[src/logic/ctb_pkg.sv]
// Constants and state type of the clock translator status bank
// Assumes a 32-bit classic Wishbone slave, one register per word
//
// Contract
// System PLL lock lost/gained set bits 5/4
// Output analog PLL lock lost/gained bits 3/2
// Calibration started bit 0, ended bit 1
// ROM load done sets bit 4, 0xD03
// Distribution sync event sets bit 3
// Watchdog expiry sets bit 2
// EEPROM fault bit 1, done bit 0
// Loop state entries set bits 7 to 4
// Frequency lock lost bit 3, gained bit 2
// Phase lock lost bit 1, gained bit 0
// History update sets bit 4 of 0xD05
// Frequency clamp on bit 2, off bit 3
// Slew limiting on bit 0, off bit 1
// Per reference fault, cleared, validated event flags
// Live loop state bits in 0xD08
// Frequency lock bit 5, phase lock bit 4
// Clamp active bit 5, history available bit 4
// Active reference priority in bits 3:2
// Active reference index in bit 0
// Valid when unfaulted and timer expired, else fault
// Too fast and too slow bits per reference
// Unmasked events set sticky flags until cleared
// Software issues update before reading status
// Reserved bits and addresses read zero
`default_nettype none
package ctb_pkg;
    // Word indices; byte address is four times the index
    localparam logic [13:0] IDX_SYS_EV   = 14'h0d02;
    localparam logic [13:0] IDX_SYNC_EV  = 14'h0d03;
    localparam logic [13:0] IDX_LOOP_EV  = 14'h0d04;
    localparam logic [13:0] IDX_HIST_EV  = 14'h0d05;
    localparam logic [13:0] IDX_REF_EV   = 14'h0d06;
    localparam logic [13:0] IDX_RSV_EV   = 14'h0d07;
    localparam logic [13:0] IDX_LOOP_ST  = 14'h0d08;
    localparam logic [13:0] IDX_LREF_ST  = 14'h0d09;
    localparam logic [13:0] IDX_RSV_ST   = 14'h0d0a;
    localparam logic [13:0] IDX_IREF_ST  = 14'h0d0b;
    localparam logic [13:0] IDX_RSV_REF  = 14'h0d0c;
    // Mask bytes (1 = masked) and write-one-to-clear bytes
    localparam logic [13:0] IDX_MASK0    = 14'h0e80;
    localparam logic [13:0] IDX_CLR0     = 14'h0e88;
    localparam logic [13:0] IDX_CLR_ALL  = 14'h0e8f;
    localparam int          CLR_ALL_BIT  = 0;
    localparam int          EV_BYTES     = 5;
    localparam logic [7:0]  MASK_RESET   = 8'h00;
    localparam logic [7:0]  EV_RESET     = 8'h00;
    // Order of the watched levels in the edge vector
    localparam int LV_SYS  = 0;
    localparam int LV_OUTPUT_ANALOG_PLL = 1;
    localparam int LV_CAL  = 2;
    localparam int LV_SW   = 3;
    localparam int LV_CLS  = 4;
    localparam int LV_FREE = 5;
    localparam int LV_HOLD = 6;
    localparam int LV_FL   = 7;
    localparam int LV_PL   = 8;
    localparam int LV_CLMP = 9;
    localparam int LV_SLEW = 10;
    localparam int LV_FLTA = 11;
    localparam int LV_VALA = 13;
    localparam int LV_W    = 15;

    typedef struct packed {
        logic [EV_BYTES-1:0][7:0] ev;
        logic [EV_BYTES-1:0][7:0] msk;
        logic [LV_W-1:0]          prev;
        logic                     primed;
        logic                     ack;
        logic [31:0]              dat;
    } ctb_state_s;
endpackage
`default_nettype wire

[src/logic/ctb_status_bank.sv]
// Event monitor and status bank of a two-reference clock translator
// Assumes status inputs come from logic on sys_clk; no synchronisers
//
// Our own choice: the Wishbone register port.
`timescale 1ns/1ps
`default_nettype none
module ctb_status_bank (
    input  wire logic                    sys_clk,
    input  wire logic                    rst,
    input  wire logic                    wb_cyc_i,
    input  wire logic                    wb_stb_i,
    input  wire logic                    wb_we_i,
    input  wire logic [15:0]             wb_adr_i,
    input  wire logic [3:0]              wb_sel_i,
    input  wire logic [31:0]             wb_dat_i,
    output logic      [31:0]             wb_dat_o,
    output logic                         wb_ack_o,
    input  wire logic                    system_clock_pll_locked,
    input  wire logic                    output_analog_pll_locked,
    input  wire logic                    output_analog_pll_cal_busy,
    input  wire logic                    rom_load_done,
    input  wire logic                    dist_sync_event,
    input  wire logic                    watchdog_expired,
    input  wire logic                    eeprom_fault,
    input  wire logic                    eeprom_done,
    input  wire logic                    digital_loop_switching,
    input  wire logic                    digital_loop_closed,
    input  wire logic                    digital_loop_freerun,
    input  wire logic                    digital_loop_holdover,
    input  wire logic                    digital_loop_freq_lock,
    input  wire logic                    digital_loop_phase_lock,
    input  wire logic                    offset_slew_limiting,
    input  wire logic                    history_updated,
    input  wire logic                    history_available,
    input  wire logic                    freq_clamped,
    input  wire logic                    phase_slew_limiting,
    input  wire logic [1:0]              active_ref_priority,
    input  wire logic                    active_ref_index,
    input  wire logic [1:0]              ref_faulted,
    input  wire logic [1:0]              ref_timer_expired,
    input  wire logic [1:0]              ref_too_fast,
    input  wire logic [1:0]              ref_too_slow
);
    import ctb_pkg::*;

    // ------------------------------------------------------------
    // Helpers
    // ------------------------------------------------------------
    function automatic logic rise(input logic cur, input logic prv);
        rise = cur & ~prv;
    endfunction

    function automatic logic fall(input logic cur, input logic prv);
        fall = ~cur & prv;
    endfunction

    ctb_state_s               q;
    ctb_state_s               d;
    logic [LV_W-1:0]          lv;
    logic [LV_W-1:0]          p;
    logic [1:0]               ref_valid;
    logic [EV_BYTES-1:0][7:0] raw;
    logic [EV_BYTES-1:0][7:0] clr;
    logic [7:0]               st_loop;
    logic [7:0]               st_lref;
    logic [7:0]               st_iref;
    logic [7:0]               rb;
    logic [13:0]              idx;
    logic                     req;
    logic                     wr;

    // ------------------------------------------------------------
    // Live status
    // ------------------------------------------------------------
    assign ref_valid = ~ref_faulted & ref_timer_expired;
    assign st_loop = {1'b0, offset_slew_limiting,
                      digital_loop_freq_lock, digital_loop_phase_lock,
                      digital_loop_switching, digital_loop_holdover,
                      digital_loop_closed, digital_loop_freerun};
    assign st_lref = {2'b00, freq_clamped, history_available,
                      active_ref_priority, 1'b0,
                      active_ref_index};
    assign st_iref = {ref_valid[1], ~ref_valid[1], ref_too_fast[1],
                      ref_too_slow[1], ref_valid[0], ~ref_valid[0],
                      ref_too_fast[0], ref_too_slow[0]};
    assign lv = {ref_valid, ref_faulted, phase_slew_limiting,
                 freq_clamped, digital_loop_phase_lock,
                 digital_loop_freq_lock, digital_loop_holdover,
                 digital_loop_freerun, digital_loop_closed,
                 digital_loop_switching, output_analog_pll_cal_busy,
                 output_analog_pll_locked, system_clock_pll_locked};
    assign p   = q.prev;
    assign idx = wb_adr_i[15:2];
    assign req = wb_cyc_i & wb_stb_i & ~q.ack;
    assign wr  = req & wb_we_i & wb_sel_i[0];

    // ------------------------------------------------------------
    // Next state
    // ------------------------------------------------------------
    always_comb begin
        d = q;
        raw[0] = {2'b00,
                  fall(lv[LV_SYS], p[LV_SYS]),
                  rise(lv[LV_SYS], p[LV_SYS]),
                  fall(lv[LV_OUTPUT_ANALOG_PLL], p[LV_OUTPUT_ANALOG_PLL]),
                  rise(lv[LV_OUTPUT_ANALOG_PLL], p[LV_OUTPUT_ANALOG_PLL]),
                  fall(lv[LV_CAL], p[LV_CAL]),
                  rise(lv[LV_CAL], p[LV_CAL])};
        raw[1] = {3'b000, rom_load_done,
                  dist_sync_event,
                  watchdog_expired,
                  eeprom_fault, eeprom_done};
        raw[2] = {rise(lv[LV_SW], p[LV_SW]),
                  rise(lv[LV_CLS], p[LV_CLS]),
                  rise(lv[LV_FREE], p[LV_FREE]),
                  rise(lv[LV_HOLD], p[LV_HOLD]),
                  fall(lv[LV_FL], p[LV_FL]),
                  rise(lv[LV_FL], p[LV_FL]),
                  fall(lv[LV_PL], p[LV_PL]),
                  rise(lv[LV_PL], p[LV_PL])};
        raw[3] = {3'b000, history_updated,
                  fall(lv[LV_CLMP], p[LV_CLMP]),
                  rise(lv[LV_CLMP], p[LV_CLMP]),
                  fall(lv[LV_SLEW], p[LV_SLEW]),
                  rise(lv[LV_SLEW], p[LV_SLEW])};
        raw[4] = {1'b0,
                  rise(lv[LV_VALA+1], p[LV_VALA+1]),
                  fall(lv[LV_FLTA+1], p[LV_FLTA+1]),
                  rise(lv[LV_FLTA+1], p[LV_FLTA+1]),
                  1'b0,
                  rise(lv[LV_VALA], p[LV_VALA]),
                  fall(lv[LV_FLTA], p[LV_FLTA]),
                  rise(lv[LV_FLTA], p[LV_FLTA])};
        if (!q.primed) begin
            raw = '0;
        end
        clr = '0;
        for (int i = 0; i < EV_BYTES; i++) begin
            if (wr && idx == IDX_CLR0 + 14'(i)) begin
                clr[i] = wb_dat_i[7:0];
            end
            if (wr && idx == IDX_MASK0 + 14'(i)) begin
                d.msk[i] = wb_dat_i[7:0];
            end
        end
        if (wr && idx == IDX_CLR_ALL && wb_dat_i[CLR_ALL_BIT]) begin
            clr = '1;
        end
        for (int i = 0; i < EV_BYTES; i++) begin
            d.ev[i] = (q.ev[i] & ~clr[i]) | (raw[i] & ~q.msk[i]);
        end
        d.prev   = lv;
        d.primed = 1'b1;
        d.ack    = req;
        case (idx)
            IDX_SYS_EV:  rb = q.ev[0];
            IDX_SYNC_EV: rb = q.ev[1];
            IDX_LOOP_EV: rb = q.ev[2];
            IDX_HIST_EV: rb = q.ev[3];
            IDX_REF_EV:  rb = q.ev[4];
            IDX_LOOP_ST: rb = st_loop;
            IDX_LREF_ST: rb = st_lref;
            IDX_IREF_ST: rb = st_iref;
            IDX_MASK0:   rb = q.msk[0];
            IDX_MASK0 + 14'h0001: rb = q.msk[1];
            IDX_MASK0 + 14'h0002: rb = q.msk[2];
            IDX_MASK0 + 14'h0003: rb = q.msk[3];
            IDX_MASK0 + 14'h0004: rb = q.msk[4];
            default:     rb = 8'h00;
        endcase
        d.dat = req ? {24'h000000, rb} : 32'h00000000;
    end

    // ------------------------------------------------------------
    // State register
    // ------------------------------------------------------------
    always_ff @(posedge sys_clk) begin
        if (rst) begin
            q.ev     <= {EV_BYTES{EV_RESET}};
            q.msk    <= {EV_BYTES{MASK_RESET}};
            q.prev   <= '0;
            q.primed <= 1'b0;
            q.ack    <= 1'b0;
            q.dat    <= 32'h00000000;
        end else begin
            q <= d;
        end
    end

    assign wb_dat_o = q.dat;
    assign wb_ack_o = q.ack;

    logic clr_any;
    assign clr_any = wr && (idx == IDX_CLR_ALL ||
                     (idx >= IDX_CLR0 && idx < IDX_CLR0 + 14'h0005));
endmodule // ctb_status_bank
`default_nettype wire

[config.mk]
export PLATFORM = sky130hd
export DESIGN_NAME = ctb_status_bank
export DESIGN_NICKNAME = d
export VERILOG_FILES = /design/src/logic/ctb_pkg.sv /design/src/logic/ctb_status_bank.sv
export SDC_FILE = /design/constraint.sdc
export NUM_CORES = 1
export LEC_CHECK = 0
export BUFFER_PORTS_ARGS = -buffer_cell sky130_fd_sc_hd__buf_2
export CELL_PAD_IN_SITES_DETAIL_PLACEMENT = 1
export CELL_PAD_IN_SITES_GLOBAL_PLACEMENT = 1
export CORE_MARGIN = 5
export CORE_UTILIZATION = 30
export DETAILED_ROUTE_END_ITERATION = 8
export GPL_TIMING_DRIVEN = 0
export PLACE_DENSITY = 0.67
export RECOVER_POWER = 25
export SETUP_SLACK_MARGIN = 0.1
export SLEW_MARGIN = 10
export SYNTH_ARGS = -nofsm -noshare
export SYNTH_HDL_FRONTEND = slang
export SYNTH_SLANG_ARGS = --single-unit
export TNS_END_PERCENT = 50
[constraint.sdc]
create_clock -name sys_clk -period 4.85 [get_ports sys_clk]
set_input_delay 0.485 -clock sys_clk [delete_from_list [all_inputs] [get_ports sys_clk]]
set_output_delay 0.485 -clock sys_clk [all_outputs]
set_load 0.05 [all_outputs]
After elaboration in Yosys (flattened, before gate mapping)
Index checks and enable logic that the tools add are counted.
- eq/ne operators: 19
- multiplexer cells: 10
- bitwise operators: 83
- reductions and logical operators: 13
- operators by type and width (operator ; count):
    $eq 14x12->1 const B ; 19
    $pmux 8 s13 ; 1
    $and 8x8->8 ; 10
    $not 8->8 ; 10
    $mux 8 ; 6
    $mux 40 ; 1
    $or 8x8->8 ; 5
    $mux 39 ; 1
    $mux 34 ; 1
    $and 1x1->1 ; 28
    $not 1->1 ; 28
    $logic_and 1x1->1 ; 12
    $and 2x2->2 ; 1
    $not 2->2 ; 1
    $reduce_or 2->1 ; 1
- register bits: 129
- input bits: 87
- output and inout bits: 33

Longest topological paths before layout
Gate-level depths: netlist of run 1.
- depth after elaboration: 10
- mapped depth: 8

Worst setup path after synthesis of run 1
Ideal clock, no wire load.
- path kind: input-to-reg
- from: input port wb_adr_i[14]
- to: register q[65] in the netlist's numbering
- arrival: 1860 ps
- slack: 2862 ps
- stages on the path: 6
- cell sequence: and4bb_2 nand3_4 or4_1 buf_6 mux2i_1 nor2_1
- cells in the longest elaborated chain, start to end: 2
- ends and longest elaborated chain (element ; line ; RTL):
    start: declaration ; ctb_status_bank.sv:13 ; input wire logic [15:0] wb_adr_i,
    $eq 14x12->1 ; ctb_status_bank.sv:142 ; if (wr && idx == IDX_MASK0 + 14'(i)) begin
    $logic_and 1x1->1 ; ctb_status_bank.sv:142 ;
    end: declaration ; ctb_status_bank.sv:57 ; ctb_state_s q;
Every way passes these cells.
A chain may end at the register's enable or synchronous reset.

Worst setup path in the final report of run 1
- from: input port wb_adr_i[2]
- to: register q (netlist bit wb_dat_o[5])
- cells in the longest elaborated chain, start to end: 2
- elaborated cells on any way between the ends: 14
- those cells by class: 13 x eq/ne; 1 x mux
- ends and longest elaborated chain (element ; line ; RTL):
    $eq 14x12->1 ; ctb_status_bank.sv:155 ; case (idx)
    $pmux 8 s13 (*) ; ctb_status_bank.sv:155 ;
Mark *: on every way between the ends. The rest lies on a longest branch, timed or not.

==> out/metrics.cfg, run 1 <==
[timing]
clock_skew_ps = 8.51
max_freq_mhz = 439
fin_setup_tns_ps = 0
hold_slack_ps = 375
worst_slew_pin_slew_ps = 940
final-hold-violation-count = 0
relSlewSlack_pct = 36.8
post-route-period-util_pct = 47.0
rsz0062_at_grt = false
period_needed_ps = 2280
setup_viol = 0
maxSlewViolCount = 0

[setup_path]
reg2reg_to = q[82]
crit_slowest_cell = clkbuf_1
path_max_fanout = 10
crit_arrival_ps = 2470
r2r_cells = 6
endpoint = wb_dat_o[5]
cp_cell_sequence = buf_2 -> buf_2 -> clkbuf_1 -> nor3b_1 -> a21oi_1 -> o21ai_0 -> o21ai_0 -> a21oi_1
path_depth = 8
worstPathRequired_ps = 5040
critPathTopFamily = buffers and inverters
regToRegSetupSlack_ps = 2670
cp-start-kind = input pin
worst-path-buf-inv = 3
max_stage_delay_ps = 470
reg2reg_from = wb_ack_o
startpoint = wb_adr_i[2]
crit_type = in2reg
end_kind = flip-flop

[clock_network]
clk_latency_ps = 360
cts_tree = built
clk_pin_slew_ps = 60
ctsRootBufferMaster = clkbuf_16
cts_buffer_depth = 2
cts-buffers-inserted = 9
post_cts_buffers = 0
ctsHoldBuffers = 0
htree_levels = 3
postCtsResizedCells = 0
cts_num_sinks = 105

[worst_hold_path]
min_path_type = in2reg
holdCritStartpoint = output_analog_pll_locked

[synthesis]
syn_area_sq_um = 5130
yosysUniqueCellTypes = 56
synth_ff_type = dfxtp_1
synth_edf_count = 0
synthArstFlopShare_pct = 0
syn_area_per_cell_sq_um = 9.54
ys_ff_latch = 105
synth-seq-area-share_pct = 41.0
synth_cells = 538
yosys_warnings = 0

[global_routing]
grt_pass1_vias = 4730
antenna_found_initial = 0
grt_max_degree = 17
grt_use_total_pct = 18.8
grt_pass1_wl_mm = 28.1
overflow = 0

[outcome]
status = finished, final reports clean

[cells_and_area]
nets = 712
insertedDiodeCount = 0
final_util_pct = 36.2
final_layout_size_suffix_gt1_share_pct = 26.2
final_cell_count_no_fill = 850
syn_to_final_growth_pct = 17.7
register_area_sq_um = 2100
mostFrequentLayoutCell = dfxtp_1
multi_input_area_sq_um = 2690
final_cell_mix = dfxtp_1, buf_2, nor2_1
n_fill_cell = 1976

[placement]
place_inst = 834
io_buffers = 53
hpwlAfterDp_mm = 14.3
gp_congestion = 0.925

[detailed_routing]
viasPerCell = 5.34
antenna_left = 0
finalWirelength_mm = 18.7
dr.pass1.iters = 5
vias = 4537
drc = 0
wl_per_cell_um = 22.0
first_iter_violations = 413

[power_and_ir_drop]
power_mw = 1.87
power_density_nw_per_um2 = 310
p_leak_nw = 2.55
ir_worst_vdd_v = 0.000169

[floorplan]
pin_count = 120
rows = 47
chipWidth_um = 141
initial_core_util_pct = 30.7
dieArea_sq_um = 19800
die_h_um = 141
core_sq_um = 16700

[job]
drv_cap = 0

## how the worst min path moves through the flow
stage	endpoint	slack, ps	cells after the start
detailed placement	q[102]	430	2
finish	p[1]	370	2
global route	p[0]	390	2
floorplan	q[103]	410	2
global placement	q[103]	420	2
CTS	p[1]	360	2
## cells in the mapped netlist (2+ instances only)
cell type	n	area [sq um]
o221ai_1	2	17.5
and4bb_2	2	25.0
dfxtp_1	105	2100
mux4_2	8	180
a31oi_1	4	25.0
nand3b_1	3	22.5
and4_2	2	20.0
o21ai_0	13	65.1
nor2_1	49	184
nor3_1	2	10.0
buf_4	32	240
a22oi_1	16	120
nand2_1	45	169
and3_1	3	18.8
and2_1	2	12.5
nor2b_1	22	138
or4bb_1	2	22.5
clkbuf_1	22	82.6
nor3b_1	9	67.6
a31o_2	25	219
nor4b_1	19	166
o22ai_1	3	18.8
mux2_2	7	78.8
a21oi_1	27	135
nor2_2	2	12.5
inv_1	3	11.3
nor4_4	4	85.1
buf_2	15	75.1
nand3_2	3	30.0
nand2b_1	5	31.3
mux2i_1	44	440
o2bb2ai_1	2	17.5
nand3_1	10	50.1
a22o_1	4	35.0
## sequential cells by signal (all words and copies together), names as in the netlist
signal	flops
wb_dat_o	8
p	15
q	81
wb_ack_o	1
## area by class of cell
cell class	instances	share of cell area (%)
multi-input combinational	382	44.5
sequential	105	34.8
inverter	3	0.186
clock inverter	4	0.870
buffer	71	6.84
clock buffer	12	4.08
tap	220	4.56
timing repair buffer	53	4.21
## logic make-up after synthesis
kind of cell    Yosys count  share of synthesized area, %
compound gates          104                          14.3
other cells               1                        0.0731
buf+inv                  74                          8.27
simple gates            195                          22.8
mux                      59                          13.6
flops                   105                          41.0
## report_power, final
| part | total (mW) | switching, mW | internal [mW] |
|---|---|---|---|
| clock | 0.745 | 0.329 | 0.416 |
| sequential | 0.900 | 0.0154 | 0.885 |
| combinational | 0.230 | 0.152 | 0.0779 |
| total | 1.87 | 0.496 | 1.38 |
## metrics by stage
| step | setup WS (ps) | cell area, sq um |
|---|---|---|
| floorplan | 2860 | 5220 |
| finish | 2570 | 6040 |
| global placement | 2250 | 5760 |
| global route | 2470 | 6040 |
| detailed placement | 2260 | 5760 |
| CTS | 2610 | 6060 |
## per-layer routing
layer	global-route usage [%]	part of all wire [%]
met1	25.0	44
met2	30.0	46
met3	4.67	6.9
met4	6.43	2.7
met5	0	0
(Power assumes the default switching activity.)
==> inputs of run 2 (changes only) <==
--- a/config.mk
+++ b/config.mk
@@ -12,7 +12,7 @@
 export CORE_UTILIZATION = 30
 export DETAILED_ROUTE_END_ITERATION = 8
 export GPL_TIMING_DRIVEN = 0
-export PLACE_DENSITY = 0.67
+export PLACE_DENSITY = 0.69
 export RECOVER_POWER = 25
 export SETUP_SLACK_MARGIN = 0.1
 export SLEW_MARGIN = 10
==> constraint.sdc (replaced) <==
create_clock -name sys_clk -period 2 [get_ports sys_clk]
set_input_delay 0.2 -clock sys_clk [delete_from_list [all_inputs] [get_ports sys_clk]]
set_output_delay 0.2 -clock sys_clk [all_outputs]
set_load 0.05 [all_outputs]
==> run 2 against run 1 <==
Compared with the run above: sequential share of layout area fell by 0.71 points; non-clock buffer count rose by 7; via count rose by 1.2%; core utilization rose by 0.78 points; clock power rose to 2.6 times the previous value; critical endpoint is now wb_dat_o[4]; highest routed layer is now met5; die area did not move; final area rose by 2.2%; setup slack got worse by 2400 ps; clock skew rose by 1.3 ps; clock-buffer cell count did not move; largest cell class unchanged.
==> out/metrics.cfg, run 2 (synthesis gave the netlist of run 1 again) <==
[power_and_ir_drop]
switching_share_pct = 25.5
clkPwrFrac_pct = 41.7
power_frac_seq_pct = 46.3
power_density_nw_per_um2 = 764
p_sw_mw = 1.20
power_mw = 4.71
ir_worst_vdd_v = 0.000458
p_leak_nw = 2.61
comb_power_share_pct = 12.0
p_int_mw = 3.51

[setup_path]
cp_cell_sequence = buf_2 -> clkbuf_2 -> clkbuf_1 -> mux4_2 -> a22oi_1 -> a21oi_1
worst-path-buf-inv = 3
max_stage_delay_ps = 560
cp-start-kind = input pin
end_kind = flip-flop
regToRegSetupSlack_ps = 170
reg2reg_to = q[90]
critPathTopFamily = buffers and inverters
path_max_fanout = 10
worstPathRequired_ps = 2190
reg2reg_from = wb_ack_o
endpoint = wb_dat_o[4]
crit_slowest_cell = clkbuf_1
crit_arrival_ps = 2040
crit_type = in2reg
path_depth = 6
r2r_cells = 6
startpoint = wb_adr_i[3]

[cells_and_area]
mostFrequentLayoutCell = dfxtp_1
syn_to_final_growth_pct = 20.3
largest_register_ffs = 81
nets = 719
n_fill_cell = 2000
final_cell_mix = dfxtp_1, buf_2, nor2_1
top_register = q
final_layout_size_suffix_gt1_share_pct = 28.3
register_area_sq_um = 2100
multi_input_area_sq_um = 2720
insertedDiodeCount = 0

[timing]
max_freq_mhz = 542
final-hold-violation-count = 0
rsz0062_at_grt = true
fin_setup_tns_ps = 0
maxSlewViolCount = 0
relSlewSlack_pct = 41.5
hold_slack_ps = 95.3
fin_ws_ps = 154
clock_skew_ps = 9.84
period_needed_ps = 1850
worst_slew_pin_slew_ps = 878
setup_viol = 0
post-route-period-util_pct = 92.3

[clock_network]
clk_pin_slew_ps = 70
cts_tree = built
clk_latency_ps = 350
ctsHoldBuffers = 0
cts_buffer_depth = 2
htree_levels = 3
cts_num_sinks = 105
ctsRootBufferMaster = clkbuf_16
cts-buffers-inserted = 9

[detailed_routing]
wl_per_cell_um = 21.9
viasPerCell = 5.36
vias = 4592
first_iter_violations = 392
drc = 0
antenna_left = 0
dr.pass1.iters = 5
finalWirelength_mm = 18.7

[global_routing]
overflow = 0
grt_pass1_vias = 4734
grt_max_degree = 17
grt_pass1_wl_mm = 27.9
grt_use_total_pct = 18.6
antenna_found_initial = 1

[outcome]
status = finished, final reports clean

[placement]
gp_congestion = 0.918
io_buffers = 53
hpwlAfterDp_mm = 14.2
place_ws_ps = -226

[floorplan]
initial_core_util_pct = 30.7
chipWidth_um = 141
pin_count = 120
die_h_um = 141
rows = 47
core_sq_um = 16700
dieArea_sq_um = 19800

[worst_hold_path]
min_path_type = in2reg

[job]
drv_cap = 0

==> run 2: cell types whose count changed in the layout (fill, tap and decap cells not counted), sizes merged <==
cell	delta
clkbuf	+4
buf	+3
clkinv	-2
bufinv	+1
inv	+1
==> run 2: cell type report <==
class | instances | area share, %
timing repair buffer | 60 | 4.97
multi-input combinational | 382 | 44.1
inverter | 3 | 0.183
tap | 220 | 4.46
sequential | 105 | 34.1
buffer | 71 | 6.79
clock inverter | 4 | 1.20
clock buffer | 12 | 4.16
==> run 2: metrics by stage <==
step	utilization [%]	instances	instance area (sq um)
floorplan	-	561	5220
global placement	34.5	834	5760
detailed placement	34.5	834	5760
CTS	36.7	854	6140
global route	36.9	857	6170
finish	36.9	857	6170
==> run 2: layer usage <==
layer | GRT usage [%] | share of wire [%] | up-vias
li1 | - | - | 2075
met1 | 24.6 | 43 | 2245
met2 | 29.4 | 44 | 221
met3 | 5.01 | 8.9 | 49
met4 | 6.63 | 3.6 | 2
met5 | 0 | 0.069 | -
==> run 2: timing repair <==
| action | in CTS | in global routing |
|---|---|---|
| resized for setup | 3 | 10 |
| endpoints found under the setup margin | 59 | 58 |
| buffers inserted | 4 | 3 |
| endpoints found under the hold margin | 0 | 0 |
| cloned | 0 | 0 |
| pin swaps | 1 | 2 |
==> run 2: how the worst min path moves through the flow <==
stage | slack [ps] | startpoint | cells past startpoint | end
after global placement | 420 | q[103] | 2 | q[103]
after detailed placement | 430 | q[119] | 2 | q[119]
after CTS | 90 | output_analog_pll_locked | 2 | p[1]
after global routing | 110 | system_clock_pll_locked | 2 | p[0]
final | 100 | output_analog_pll_locked | 2 | p[1]
after floorplan | 330 | system_clock_pll_locked | 1 | p[0]
==> run 2: power groups by stage <==
stage                     Clock, mW  Combinational, mW  Sequential, mW
after floorplan                   0              0.378            2.22
after global placement            0              0.535            2.22
after detailed placement          0              0.544            2.23
after CTS                      1.99              0.549            2.18
after global routing           2.08              0.598            2.18
final                          1.97              0.564            2.18
